**config.mk**
```make
export PLATFORM = sky130hd
export DESIGN_NAME = brc_brownout_reset_control
export DESIGN_NICKNAME = d
export VERILOG_FILES = /design/src/include/brc_pkg.sv /design/src/hw/brc_glitch_filter.sv /design/src/hw/brc_brownout_reset_control.sv
export SDC_FILE = /design/constraint.sdc
export NUM_CORES = 1
export LEC_CHECK = 0
export BUFFER_PORTS_ARGS = -buffer_cell sky130_fd_sc_hd__buf_2
export CAP_MARGIN = 20
export CORE_MARGIN = 5
export CORE_UTILIZATION = 46
export DETAILED_ROUTE_END_ITERATION = 10
export GPL_TIMING_DRIVEN = 0
export PLACE_DENSITY = 0.76
export SLEW_MARGIN = 20
export SYNTH_ARGS = -nofsm -noshare
export SYNTH_HDL_FRONTEND = slang
export SYNTH_SLANG_ARGS = --single-unit
export TNS_END_PERCENT = 50
```
**constraint.sdc**
```tcl
create_clock -name pclk -period 1.9 [get_ports pclk]
set_clock_uncertainty 0.2 [all_clocks]
set_input_delay 0.38 -clock pclk [delete_from_list [all_inputs] [get_ports pclk]]
set_output_delay 0.38 -clock pclk [all_outputs]
set_load 0.1 [all_outputs]
```
**src/include/brc_pkg.sv**
```systemverilog
package brc_pkg;

   // Brown-out mode field encodings
   localparam logic [1:0] MODE_OFF = 2'h0;
   localparam logic [1:0] MODE_SW = 2'h1;
   localparam logic [1:0] MODE_NOSLEEP = 2'h2;
   localparam logic [1:0] MODE_ON = 2'h3;

   // Register byte offsets
   localparam int ADDR_W = 8;
   localparam logic [ADDR_W-1:0] ADDR_CTRL = 8'h00;
   localparam logic [ADDR_W-1:0] ADDR_STAT = 8'h04;

   // Control register fields
   localparam int CTRL_MODE_LSB = 0;
   localparam int CTRL_SWEN_BIT = 2;
   localparam int CTRL_THR_LSB = 3;
   localparam int CTRL_POWER_UP_DELAY_TIMER_BIT = 5;
   localparam int THR_W = 2;

   // Status register fields
   localparam int STAT_POR_BIT = 0;
   localparam int STAT_BOR_BIT = 1;
   localparam int STAT_RDY_BIT = 2;
   localparam int STAT_ABORT_BIT = 3;
   localparam int STAT_STATE_LSB = 4;

   // Reset values
   localparam logic [1:0] MODE_RST = 2'h3;
   localparam logic SWEN_RST = 1'b0;
   localparam logic [THR_W-1:0] THR_RST = 2'h0;
   localparam logic [THR_W-1:0] THR_LOWEST = 2'h0;
   localparam logic POWER_UP_DELAY_TIMER_EN_RST = 1'b0;
   localparam logic POR_FLAG_RST = 1'b0;
   localparam logic BOR_FLAG_RST = 1'b1;

   // Timing
   localparam int CLK_PERIOD_NS = 50;
   localparam int BOR_FILTER_NS = 1000;
   localparam int BOR_FILTER_CYC = (BOR_FILTER_NS + CLK_PERIOD_NS - 1) / CLK_PERIOD_NS;
   localparam int POWER_UP_DELAY_TIMER_NS = 64000000;
   localparam int POWER_UP_DELAY_TIMER_CYC = POWER_UP_DELAY_TIMER_NS / CLK_PERIOD_NS;
   localparam int POWER_UP_DELAY_TIMER_W = 21;

   // Sequencer states
   typedef enum logic [2:0] {
      ST_HOLD = 3'h0,
      ST_BOOT = 3'h1,
      ST_POWER_UP_DELAY_TIMER = 3'h2,
      ST_RUN = 3'h3,
      ST_SLEEP = 3'h4,
      ST_WAKE = 3'h5
   } brc_state_t;

endpackage

```
**src/hw/brc_glitch_filter.sv**
```systemverilog
module brc_glitch_filter
   import brc_pkg::*;
#(
   parameter int CYCLES = BOR_FILTER_CYC
)
(
   // Clock and reset
   input wire logic pclk,
   input wire logic presetn,
   // Raw and filtered level
   input wire logic below,
   output logic trip
);

   localparam int CNT_W = $clog2(CYCLES + 1);
   localparam logic [CNT_W-1:0] CNT_MAX = CNT_W'(CYCLES);

   logic [CNT_W-1:0] cnt_r;

   // Count cycles spent below; any rise restarts the count
   always_ff @(posedge pclk or negedge presetn)
   begin
      if (!presetn)
      begin
         cnt_r <= '0;
      end
      else if (!below)
      begin
         cnt_r <= '0;
      end
      else if (cnt_r != CNT_MAX)
      begin
         cnt_r <= cnt_r + 1'b1;
      end
   end

   // Trip only once the dip outlasts the filter time
   always_ff @(posedge pclk or negedge presetn)
   begin
      if (!presetn)
      begin
         trip <= 1'b0;
      end
      else
      begin
         trip <= below && (cnt_r == CNT_MAX);
      end
   end

endmodule

```
**src/hw/brc_brownout_reset_control.sv**
```systemverilog
//Contract
// - A power-on reset clears the power-on status flag to zero.
// - A brown-out reset clears the brown-out status flag to zero.
// - Mode field: 11 on, 10 off in sleep, 01 software, 00 off.
// - Modes 11 and 10 hold start-up until detector ready and supply good.
// - Mode 11 keeps protection in sleep; wake-up is immediate.
// - Mode 10 hibernates detector in sleep; wake-up waits for ready.
// - Mode 01 follows software enable; start-up does not wait.
// - Software mode protects once ready; ready flag mirrors detector ready (here the flag is detector ready ANDed with detector enable).
// - Software mode ignores sleep; wake-up is immediate.
// - Mode 00 disables detector; start-up begins immediately.
// - Forced-on mode shows ready set before execution begins.
// - Dips shorter than the filter time cause no brown-out reset.
// - Bulk erase forces detector on at lowest threshold.
// - Supply drop during bulk erase aborts erase, no reset.
// - Low-power trip ORed with main trip forms generic brown-out.
//
// Design decisions made here: register access over APB and the placing of the registers.
module brc_brownout_reset_control
   import brc_pkg::*;
#(
   parameter int POWER_UP_DELAY_TIMER_CYCLES = POWER_UP_DELAY_TIMER_CYC
)
(
   // Clock and reset
   input wire logic pclk,
   input wire logic presetn,
   // APB slave
   input wire logic psel,
   input wire logic penable,
   input wire logic pwrite,
   input wire logic [ADDR_W-1:0] paddr,
   input wire logic [31:0] pwdata,
   output logic [31:0] prdata,
   output logic pready,
   output logic pslverr,
   // Supply monitors
   input wire logic bor_below_thr,
   input wire logic bor_det_ready,
   input wire logic low_power_brownout,
   output logic bor_det_enable,
   output logic bor_det_hibernate,
   output logic [THR_W-1:0] bor_thr_sel,
   // CPU and memory control
   input wire logic sleep_req,
   input wire logic wake_req,
   input wire logic bulk_erase,
   output logic erase_abort,
   output logic cpu_run,
   output logic sys_reset_n
);

   brc_state_t state_r;
   brc_state_t state_nxt;

   logic [1:0] brownout_mode_cfg_r;
   logic sw_brownout_enable_r;
   logic [THR_W-1:0] thr_cfg_r;
   logic power_up_delay_timer_en_r;
   logic por_flag_r;
   logic brownout_flag_r;
   logic abort_flag_r;
   logic [POWER_UP_DELAY_TIMER_W-1:0] power_up_delay_timer_r;

   logic det_active;
   logic main_trip;
   logic bor_generic;
   logic bor_reset_evt;
   logic abort_evt;
   logic boot_ok;
   logic wr_ctrl;
   logic wr_stat;
   logic acc_start;
   logic acc_done;
   logic addr_ok;
   logic [31:0] rd_val;

   localparam logic [POWER_UP_DELAY_TIMER_W-1:0] POWER_UP_DELAY_TIMER_LOAD = POWER_UP_DELAY_TIMER_W'(POWER_UP_DELAY_TIMER_CYCLES - 1);

   // APB phase decode
   assign acc_start = psel && penable && !pready;
   assign acc_done = psel && penable && pready;
   assign addr_ok = (paddr == ADDR_CTRL) || (paddr == ADDR_STAT);
   assign wr_ctrl = acc_done && pwrite && (paddr == ADDR_CTRL);
   assign wr_stat = acc_done && pwrite && (paddr == ADDR_STAT);

   // Detector activity per mode
   always_comb
   begin
      det_active = 1'b0;
      unique case (brownout_mode_cfg_r)
         MODE_ON: det_active = 1'b1;
         MODE_NOSLEEP: det_active = (state_r != ST_SLEEP);
         MODE_SW: det_active = sw_brownout_enable_r;
         MODE_OFF: det_active = 1'b0;
      endcase
      if (bulk_erase)
      begin
         det_active = 1'b1;
      end
   end

   // Main detector, filtered, counts only once the detector is ready
   brc_glitch_filter #(
      .CYCLES(BOR_FILTER_CYC)
   ) u_filter (
      .pclk(pclk),
      .presetn(presetn),
      .below(bor_below_thr && bor_det_enable && bor_det_ready),
      .trip(main_trip)
   );

   assign bor_generic = main_trip || low_power_brownout;
   assign bor_reset_evt = bor_generic && !bulk_erase;
   assign abort_evt = bor_generic && bulk_erase;

   // Start-up gate per mode
   always_comb
   begin
      boot_ok = 1'b1;
      unique case (brownout_mode_cfg_r)
         MODE_ON, MODE_NOSLEEP: boot_ok = bor_det_ready && !bor_below_thr;
         MODE_SW, MODE_OFF: boot_ok = 1'b1;
      endcase
   end

   // Sequencer next state
   always_comb
   begin
      state_nxt = state_r;
      unique case (state_r)
         ST_HOLD:
         begin
            if (!bor_generic)
            begin
               state_nxt = ST_BOOT;
            end
         end
         ST_BOOT:
         begin
            if (boot_ok)
            begin
               state_nxt = power_up_delay_timer_en_r ? ST_POWER_UP_DELAY_TIMER : ST_RUN;
            end
         end
         ST_POWER_UP_DELAY_TIMER:
         begin
            if (power_up_delay_timer_r == '0)
            begin
               state_nxt = ST_RUN;
            end
         end
         ST_RUN:
         begin
            if (sleep_req)
            begin
               state_nxt = ST_SLEEP;
            end
         end
         ST_SLEEP:
         begin
            if (wake_req)
            begin
               if (brownout_mode_cfg_r == MODE_NOSLEEP)
               begin
                  state_nxt = ST_WAKE;
               end
               else
               begin
                  state_nxt = ST_RUN;
               end
            end
         end
         ST_WAKE:
         begin
            if (bor_det_ready)
            begin
               state_nxt = ST_RUN;
            end
         end
         default:
         begin
            state_nxt = ST_HOLD;
         end
      endcase
      if (bor_reset_evt)
      begin
         state_nxt = ST_HOLD;
      end
   end

   // Sequencer state
   always_ff @(posedge pclk or negedge presetn)
   begin
      if (!presetn)
      begin
         state_r <= ST_HOLD;
      end
      else
      begin
         state_r <= state_nxt;
      end
   end

   // Power-up delay counter
   always_ff @(posedge pclk or negedge presetn)
   begin
      if (!presetn)
      begin
         power_up_delay_timer_r <= '0;
      end
      else if (state_r != ST_POWER_UP_DELAY_TIMER)
      begin
         power_up_delay_timer_r <= POWER_UP_DELAY_TIMER_LOAD;
      end
      else if (power_up_delay_timer_r != '0)
      begin
         power_up_delay_timer_r <= power_up_delay_timer_r - 1'b1;
      end
   end

   // Internal reset and run enable, released on a clock edge
   always_ff @(posedge pclk or negedge presetn)
   begin
      if (!presetn)
      begin
         sys_reset_n <= 1'b0;
         cpu_run <= 1'b0;
      end
      else
      begin
         sys_reset_n <= (state_nxt == ST_RUN) || (state_nxt == ST_SLEEP)
                        || (state_nxt == ST_WAKE);
         cpu_run <= (state_nxt == ST_RUN);
      end
   end

   // Detector controls
   always_ff @(posedge pclk or negedge presetn)
   begin
      if (!presetn)
      begin
         bor_det_enable <= 1'b0;
         bor_det_hibernate <= 1'b0;
         bor_thr_sel <= THR_RST;
      end
      else
      begin
         bor_det_enable <= det_active;
         bor_det_hibernate <= !det_active && (brownout_mode_cfg_r != MODE_OFF);
         bor_thr_sel <= bulk_erase ? THR_LOWEST : thr_cfg_r;
      end
   end

   // Erase abort pulse
   always_ff @(posedge pclk or negedge presetn)
   begin
      if (!presetn)
      begin
         erase_abort <= 1'b0;
      end
      else
      begin
         erase_abort <= abort_evt;
      end
   end

   // Control register
   always_ff @(posedge pclk or negedge presetn)
   begin
      if (!presetn)
      begin
         brownout_mode_cfg_r <= MODE_RST;
         sw_brownout_enable_r <= SWEN_RST;
         thr_cfg_r <= THR_RST;
         power_up_delay_timer_en_r <= POWER_UP_DELAY_TIMER_EN_RST;
      end
      else if (wr_ctrl)
      begin
         brownout_mode_cfg_r <= pwdata[CTRL_MODE_LSB +: 2];
         sw_brownout_enable_r <= pwdata[CTRL_SWEN_BIT];
         thr_cfg_r <= pwdata[CTRL_THR_LSB +: THR_W];
         power_up_delay_timer_en_r <= pwdata[CTRL_POWER_UP_DELAY_TIMER_BIT];
      end
   end

   // Cause flags: writing one sets them, hardware clear wins
   always_ff @(posedge pclk or negedge presetn)
   begin
      if (!presetn)
      begin
         por_flag_r <= POR_FLAG_RST;
      end
      else if (wr_stat && pwdata[STAT_POR_BIT])
      begin
         por_flag_r <= 1'b1;
      end
   end

   always_ff @(posedge pclk or negedge presetn)
   begin
      if (!presetn)
      begin
         brownout_flag_r <= BOR_FLAG_RST;
      end
      else if (bor_reset_evt)
      begin
         brownout_flag_r <= 1'b0;
      end
      else if (wr_stat && pwdata[STAT_BOR_BIT])
      begin
         brownout_flag_r <= 1'b1;
      end
   end

   // Sticky abort record: hardware set wins, write one clears
   always_ff @(posedge pclk or negedge presetn)
   begin
      if (!presetn)
      begin
         abort_flag_r <= 1'b0;
      end
      else if (abort_evt)
      begin
         abort_flag_r <= 1'b1;
      end
      else if (wr_stat && pwdata[STAT_ABORT_BIT])
      begin
         abort_flag_r <= 1'b0;
      end
   end

   // Read mux
   always_comb
   begin
      rd_val = '0;
      if (paddr == ADDR_CTRL)
      begin
         rd_val[CTRL_MODE_LSB +: 2] = brownout_mode_cfg_r;
         rd_val[CTRL_SWEN_BIT] = sw_brownout_enable_r;
         rd_val[CTRL_THR_LSB +: THR_W] = thr_cfg_r;
         rd_val[CTRL_POWER_UP_DELAY_TIMER_BIT] = power_up_delay_timer_en_r;
      end
      else if (paddr == ADDR_STAT)
      begin
         rd_val[STAT_POR_BIT] = por_flag_r;
         rd_val[STAT_BOR_BIT] = brownout_flag_r;
         rd_val[STAT_RDY_BIT] = bor_det_ready && bor_det_enable;
         rd_val[STAT_ABORT_BIT] = abort_flag_r;
         rd_val[STAT_STATE_LSB +: 3] = state_r;
      end
   end

   // APB answer, one wait state
   always_ff @(posedge pclk or negedge presetn)
   begin
      if (!presetn)
      begin
         pready <= 1'b0;
         pslverr <= 1'b0;
         prdata <= '0;
      end
      else
      begin
         pready <= acc_start;
         pslverr <= acc_start && !addr_ok;
         if (acc_start && !pwrite)
         begin
            prdata <= rd_val;
         end
      end
   end

endmodule

```
==> metrics.md, run 1 <==
| Metric | Value |
|---|---|
| Clock buffer depth | `2` |
| Cell row count | `28` |
| Post-synthesis compound-gate area fraction | `10.8%` |
| Worst-path fanout max | `10` |
| CP bufs+invs | `2` |
| Failing checks | `setup timing` |
| Drc violations | `0` |
| Main combinational cell family by area after synthesis | `simple AND/OR/NAND/NOR gates` |
| Core ar. | `5990 sq um` |
| Asr flop ratio synth | `100%` |
| First-pass GRT wire length | `10,200 um` |
| Worst-Margin Slew | `0.683 ns` |
| WP data required | `1.91 ns` |
| Drt wl/cell | `13.4 um` |
| Synth Cell Area | `2850 sq um` |
| N_diodes | `0` |
| CP Launch Point | `power_up_delay_timer_r[17]` |
| Sink Count | `55` |
| Register area | `1390 sq um` |
| Slew headroom | `54.4%` |
| Largest net degree at the start of global routing | `56` |
| Number of flops mapped to enable cells by yosys | `0` |
| Library cells used by synthesis | `52` |
| Number of routed nets with antenna violations | `0` |
| Syn Inst Count | `291` |
| Min-delay src | `pwdata[0]` |
| Clk Latency, worst-skew pair | `0.31 ns` |
| Slowest cell on the critical path | `or4_4` |
| Critical-path cell list | `or4_4 > nor4_4 > buf_6 > buf_8 > a211oi_2 > a211o_1` |
| Via/cell ratio | `5.07` |
| Mux contribution to synthesized area | `4.12%` |
| PD cells | `792 nW/um^2` |
| Clock-pin slew of the registers on the worst-case setup and hold paths | `0.10 ns` |
| Area of the multi-input gates | `1400 sq um` |
| Top cell type's share of synthesized area | `45.6%` |
| Antenna violations before repair | `0` |
| FF-to-FF Start | `power_up_delay_timer_r[17]` |
| Worst Setup Start Kind | `register` |
| DR vias | `2,285` |
| CTS HTree Levels | `2` |
| Area Overhead vs Synth | `24.9%` |
| Syn Area/Cell | `9.80 sq um` |
| RSZ-0062 raised after global routing | `yes` |
| Top_reg_cell synth | `dfrtp_1` |
| Crit path kind | `reg2reg` |
| Post-layout util | `59.5%` |
| Global placer's final weighted congestion | `0.894` |
| Number of hold violations in the final report | `0` |
| Max-cap violations | `0` |
| Total GRT Usage | `16.5%` |
| Setup crit end kind | `register` |
| Post-Synth XOR/XNOR Area | `4.91%` |
| I/O pin cnt | `92` |
| Fmax | `0.477 GHz` |
| Fill cells | `515` |
| CTS buffer count | `5` |
| Most common cell after layout, fill and taps aside | `dfrtp_1` |
| DRT Wirelength | `6020 um` |
| Sequential area share after synthesis | `48.4%` |
| Hold WS | `0.0952 ns` |
| Post-Synth Adder-Cell Area | `1.32%` |
| TritonCTS clock tree | `yes` |
| Leak Pwr | `1.66 nW` |
| Initial Utilization | `47.6%` |
| Max stage delay on crit path | `0.57 ns` |
| Final Slew Violations | `0` |
| Starting DRT DRC Count | `64` |
| Setup Viol. Count Final | `24` |
| Worst vdd ir | `0.000664 V` |
| CTS root buf | `clkbuf_8` |
| Die W | `88.8 um` |
| Yosys top cell by area | `dfrtp_1` |
| Simple-gate share of the synthesized area | `21.4%` |
| Status | `finished with violations` |
| Layout cell share with drive strength beyond 1 | `32.4%` |
| Die Ht | `88.8 um` |
| Final WS setup | `-0.196 ns` |
| Remaining Overflow, GRT | `0` |
| Ranking of synthesized cells by area | `dfrtp_1, buf_4, xnor2_1` |
| Total Power | `2.82 mW` |
| DR pass1 iterations | `4` |
| Worst hold path type | `in2reg` |
| Ys Warns | `0` |
| Vias in the first global route | `2,243` |
| Minimum clock period | `2.10 ns` |
| Top cell family by delay on the critical path | `simple AND/OR/NAND/NOR gates` |
| DIE AREA | `7880 sq um` |
| Final HPWL DP | `4320 um` |
| Nets | `429` |
| Commonest non-fill, non-tap cells in the layout | `dfrtp_1, buf_4, buf_2, nand2_1, nor2_1` |
| Yosys reg bits | `55` |
| PortBufs | `39` |
| Arrival @ worst endpoint | `2.10 ns` |
| Final period util | `110%` |
[metal layers]
| metal | GRT usage, % | vias to the layer above | routed length, um |
|---|---|---|---|
| li1 | - | 1135 | - |
| met1 | 20.6 | 1082 | 2510 |
| met2 | 28.1 | 57 | 3060 |
| met3 | 3.45 | 11 | 302 |
| met4 | 6.59 | 0 | 156 |
| met5 | 0 | - | 0 |
[flip-flops by register name (all words and copies together) (netlist names), 2 cells and up]
name / cells
bor_thr_sel: 2
brownout_mode_cfg_r: 2
thr_cfg_r: 2
prdata: 7
power_up_delay_timer_r: 21
u_filter.cnt_r: 5
state_r: 3
[final timing paths]
path | slack [ns] | to | cells after the start
hold reg to reg | 0.27 | por_flag_r | 1
min in group asynchronous | 0.46 | power_up_delay_timer_r[1] | 2
setup reg to reg | -0.20 | power_up_delay_timer_r[4] | 6
hold / removal | 0.1 | por_flag_r | 2
setup / recovery | -0.20 | power_up_delay_timer_r[4] | 6
max in group asynchronous | 0.53 | pready | 2
[synth_stat cells (all sizes together), types with 2 or more instances]
library cell	count
dfrtp	52
nand2	29
buf	27
nor2	26
xnor2	14
a21oi	13
o21ai	13
nand3	10
nor2b	9
inv	8
nor3	7
clkbuf	6
mux2	6
or3	6
mux2i	5
nor4	5
or4	5
a31oi	4
and3	4
nand4	4
a211oi	3
dfstp	3
ha	3
nand2b	3
a211o	2
a21boi	2
a21o	2
o211ai	2
o21bai	2
o31ai	2
or2	2
xor2	2
[logic make-up after synthesis]
| family | count (synthesis) |
|---|---|
| adder cells (fa/ha/maj) | 3 |
| other | 1 |
| XOR/XNOR | 16 |
| AO/OA/AOI/OAI | 49 |
| buffers and inverters | 41 |
| multiplexers | 11 |
| flip-flops | 55 |
| AND/OR/NAND/NOR | 115 |
[stage by stage]
step / setup slack, ns / cell area [sq um] / TNS, ns / instances
after global routing: -0.292 / 3560 / -5.53 / 451
final: -0.196 / 3560 / -3.20 / 451
after global placement: -0.408 / 3250 / -8.50 / 429
after floorplan: -0.199 / 2960 / -1.95 / 315
after detailed placement: -0.425 / 3250 / -9.18 / 429
after CTS: -0.172 / 3480 / -2.78 / 447
[power by group]
| part | switching, mW | leakage, nW | internal (mW) |
|---|---|---|---|
| Sequential | 0.0348 | 0.663 | 1.23 |
| Combinational | 0.670 | 0.953 | 0.228 |
| Clock | 0.363 | 0.0482 | 0.295 |
| Total | 1.07 | 1.66 | 1.75 |
[final cells by class]
cell class              count  share of cell area, %
well taps                  75                   2.63
clock buffers               7                   2.42
multi-input cells         219                   39.2
clock inverters             1                  0.140
flip-flops and latches     55                   38.9
repair buffers             54                   9.23
inverters                   8                  0.843
plain buffers              32                   6.71
[timing repair]
action / CTS / global route
hold buffers: 1 / 0
setup buffers: 9 / 5
pin swaps: 5 / 5
setup endpoints to repair: 24 / 26
hold endpoints to repair: 52 / 0
resized for setup: 13 / 17
Note: power is estimated with default switching activity, not from simulation.
==> run 2, diff against run 1 <==
--- a/config.mk
+++ b/config.mk
@@ -12,6 +12,7 @@
 export DETAILED_ROUTE_END_ITERATION = 10
 export GPL_TIMING_DRIVEN = 0
 export PLACE_DENSITY = 0.76
+export REMOVE_ABC_BUFFERS = 1
 export SLEW_MARGIN = 20
 export SYNTH_ARGS = -nofsm -noshare
 export SYNTH_HDL_FRONTEND = slang
==> run 2 against run 1 <==
Compared with the run above:
- cell count decreased by 8.4%
- critical path type unchanged
- design area is 7.5% lower
- clock power is 20% higher
- largest cell class is now flip-flops and latches
- highest routed layer unchanged
- largest power group unchanged
- global-route usage decreased by 1.4 points
- sequential power is 4% higher
- the flow still finishes with violations (setup timing)
- critical endpoint is now power_up_delay_timer_r[17]
- first-iteration DRC count increased by 100%
- worst hold slack got worse by 0.0035 ns
==> metrics.md, run 2 (synthesis gave the netlist of run 1 again) <==
| Metric | Value |
|---|---|
| Status | `finished with violations` |
| Failing checks | `setup timing` |
| Fmax | `0.480 GHz (+0.61%)` |
| DP Cell Count | `397 (-7.5%)` |
| Area of the multi-input gates | `1360 sq um (-2.8%)` |
| PortBufs | `40 (+2.6%)` |
| Setup TNS | `-3.25 ns (-0.0561 ns)` |
| CTS buffer count | `5 (unchanged)` |
| CP bufs+invs | `2 (unchanged)` |
| DR pass1 iterations | `4 (unchanged)` |
| Global placer's final weighted congestion | `0.788 (-12%)` |
| Layout cell share with drive strength beyond 1 | `24.3% (-8.2 points)` |
| Total Power | `2.86 mW (+1.2%)` |
| Register area | `1380 sq um (-0.18%)` |
| Total GRT Usage | `15.1% (-1.4 points)` |
| PD cells | `866 nW/um^2 (+9.4%)` |
| DIE AREA | `7880 sq um (unchanged)` |
| Worst-path fanout max | `5 (-5)` |
| Die Ht | `88.8 um (unchanged)` |
| Worst Setup Start Kind | `register` |
| CTS HTree Levels | `2 (unchanged)` |
| Area Overhead vs Synth | `15.6%` |
| Most common cell after layout, fill and taps aside | `dfrtp_1` |
| Antenna violations before repair | `0 (unchanged)` |
| Number of hold violations in the final report | `0 (unchanged)` |
| Arrival @ worst endpoint | `2.11 ns (about the same)` |
| Sink Count | `55 (unchanged)` |
| Register with the most flip-flops | `power_up_delay_timer_r` |
| Max-cap violations | `0 (unchanged)` |
| Final Slew Violations | `0 (unchanged)` |
| CTS root buf | `clkbuf_8` |
| WP data required | `1.93 ns (+0.02 ns)` |
| Drc violations | `0 (unchanged)` |
| Non-Filler Instances | `413 (-8.4%)` |
| Final HPWL DP | `3950 um (-8.4%)` |
| Drt wl/cell | `14.0 um (+4.9%)` |
| Clk Latency, worst-skew pair | `0.30 ns (about the same)` |
| Commonest non-fill, non-tap cells in the layout | `dfrtp_1, buf_2, nand2_1, nor2_1, conb_1` |
| Max stage delay on crit path | `0.56 ns (about the same)` |
| Top Registers | `power_up_delay_timer_r (21), prdata (7), u_filter.cnt_r (5)` |
| Slew headroom | `54.4% (about the same)` |
| Die W | `88.8 um (unchanged)` |
| Initial Utilization | `47.6% (unchanged)` |
| Clock-pin slew of the registers on the worst-case setup and hold paths | `0.10 ns (about the same)` |
| TritonCTS clock tree | `yes` |
| Worst-Margin Slew | `0.684 ns (+0.000344 ns)` |
| Setup Viol. Count Final | `24 (unchanged)` |
| Cell row count | `28 (unchanged)` |
| Remaining Overflow, GRT | `0 (unchanged)` |
| Slowest cell on the critical path | `or4_4` |
| Worst vdd ir | `0.000407 V (-39%)` |
| Largest net degree at the start of global routing | `56 (unchanged)` |
| Nets | `391 (-8.9%)` |
| Final period util | `110% (-0.67 points)` |
| Vias in the first global route | `2,018 (-10%)` |
| Number of routed nets with antenna violations | `0 (unchanged)` |
| Crit path kind | `reg2reg` |
| Max reg flops | `21 (unchanged)` |
| Fill cells | `521 (+1.2%)` |
| Setup crit end kind | `register` |
| Leak Pwr | `1.47 nW (-12%)` |
| Core ar. | `5990 sq um (unchanged)` |
| Via/cell ratio | `5.21 (+2.9%)` |
| Clock buffer depth | `2 (unchanged)` |
| RSZ-0062 raised after global routing | `yes` |
| Top cell family by delay on the critical path | `simple AND/OR/NAND/NOR gates` |
| Worst hold path type | `in2reg` |
| N_diodes | `0 (unchanged)` |
| Critical-path cell list | `or4_4 > nor4_4 > buf_6 > buf_12 > a21oi_2 > and3_1 > o21ai_1` |
| Starting DRT DRC Count | `128 (+100%)` |
| I/O pin cnt | `92 (unchanged)` |
| DR vias | `2,153 (-5.8%)` |
| DRT Wirelength | `5780 um (-4.0%)` |
| Final WS setup | `-0.183 ns (+0.0127 ns)` |
| First-pass GRT wire length | `9360 um (-8.6%)` |
| Minimum clock period | `2.08 ns (-0.0127 ns)` |
## run 2: final cells by class
type	instances	share of cell area, %
sequential	55	41.9
tap	75	2.85
clock buffer	6	2.50
multi-input combinational	219	41.1
inverter	8	0.911
clock inverter	2	1.06
timing repair buffer	48	9.60
## run 2: power by group
group / switching [mW] / internal, mW / total [mW] / leakage, nW
logic: 0.598 / 0.148 / 0.745 / 0.745
registers: 0.0906 / 1.23 / 1.32 / 0.664
clock network: 0.364 / 0.427 / 0.790 / 0.0612
## run 2: worst register-to-register path: stages, from the launching register on
cell and delay, ns:
dfrtp_1 0.40, or4_4 0.56, nor4_4 0.16, buf_6 0.17, buf_12 0.12, a21oi_2 0.09, and3_1 0.18, o21ai_1 0.10
## run 2: per-layer routing
metal	GRT usage (%)	part of all wire [%]	wire, um
met4	4.95	1.5	85
met5	0	0	0
met3	2.79	4.2	243
met2	26.0	51	2950
met1	19.2	43	2500
## run 2: what timing repair did
action,CTS,global route
hold buffers,1,0
setup buffers,2,3
resized for setup,5,11
pin swaps,2,7
hold endpoints to repair,52,0
endpoints found under the setup margin,28,24
gates cloned,0,2
## run 2: final timing paths
path,startpoint,end,slack (ns),depth (start not counted)
worst max-delay path,power_up_delay_timer_r[16],power_up_delay_timer_r[17],-0.18,7
worst min-delay path,pwdata[0],por_flag_r,0.09,2
worst max register to register,power_up_delay_timer_r[16],power_up_delay_timer_r[17],-0.18,7
worst min register to register,por_flag_r,por_flag_r,0.27,1
max in group asynchronous,presetn,power_up_delay_timer_r[6],0.56,2
min in group asynchronous,presetn,pslverr,0.46,2
## run 2: stage by stage
step                instance area [sq um]  hold slack, ns  utilization [%]  setup slack [ns]
CTS                                  3190          0.0761             53.2            -0.194
detailed placement                   3010           0.246             50.3            -0.636
global route                         3300          0.0789             55.0            -0.300
floorplan                            2720          -0.116                -            -0.371
global placement                     3010           0.239             50.3            -0.653
finish                               3300          0.0917             55.0            -0.183
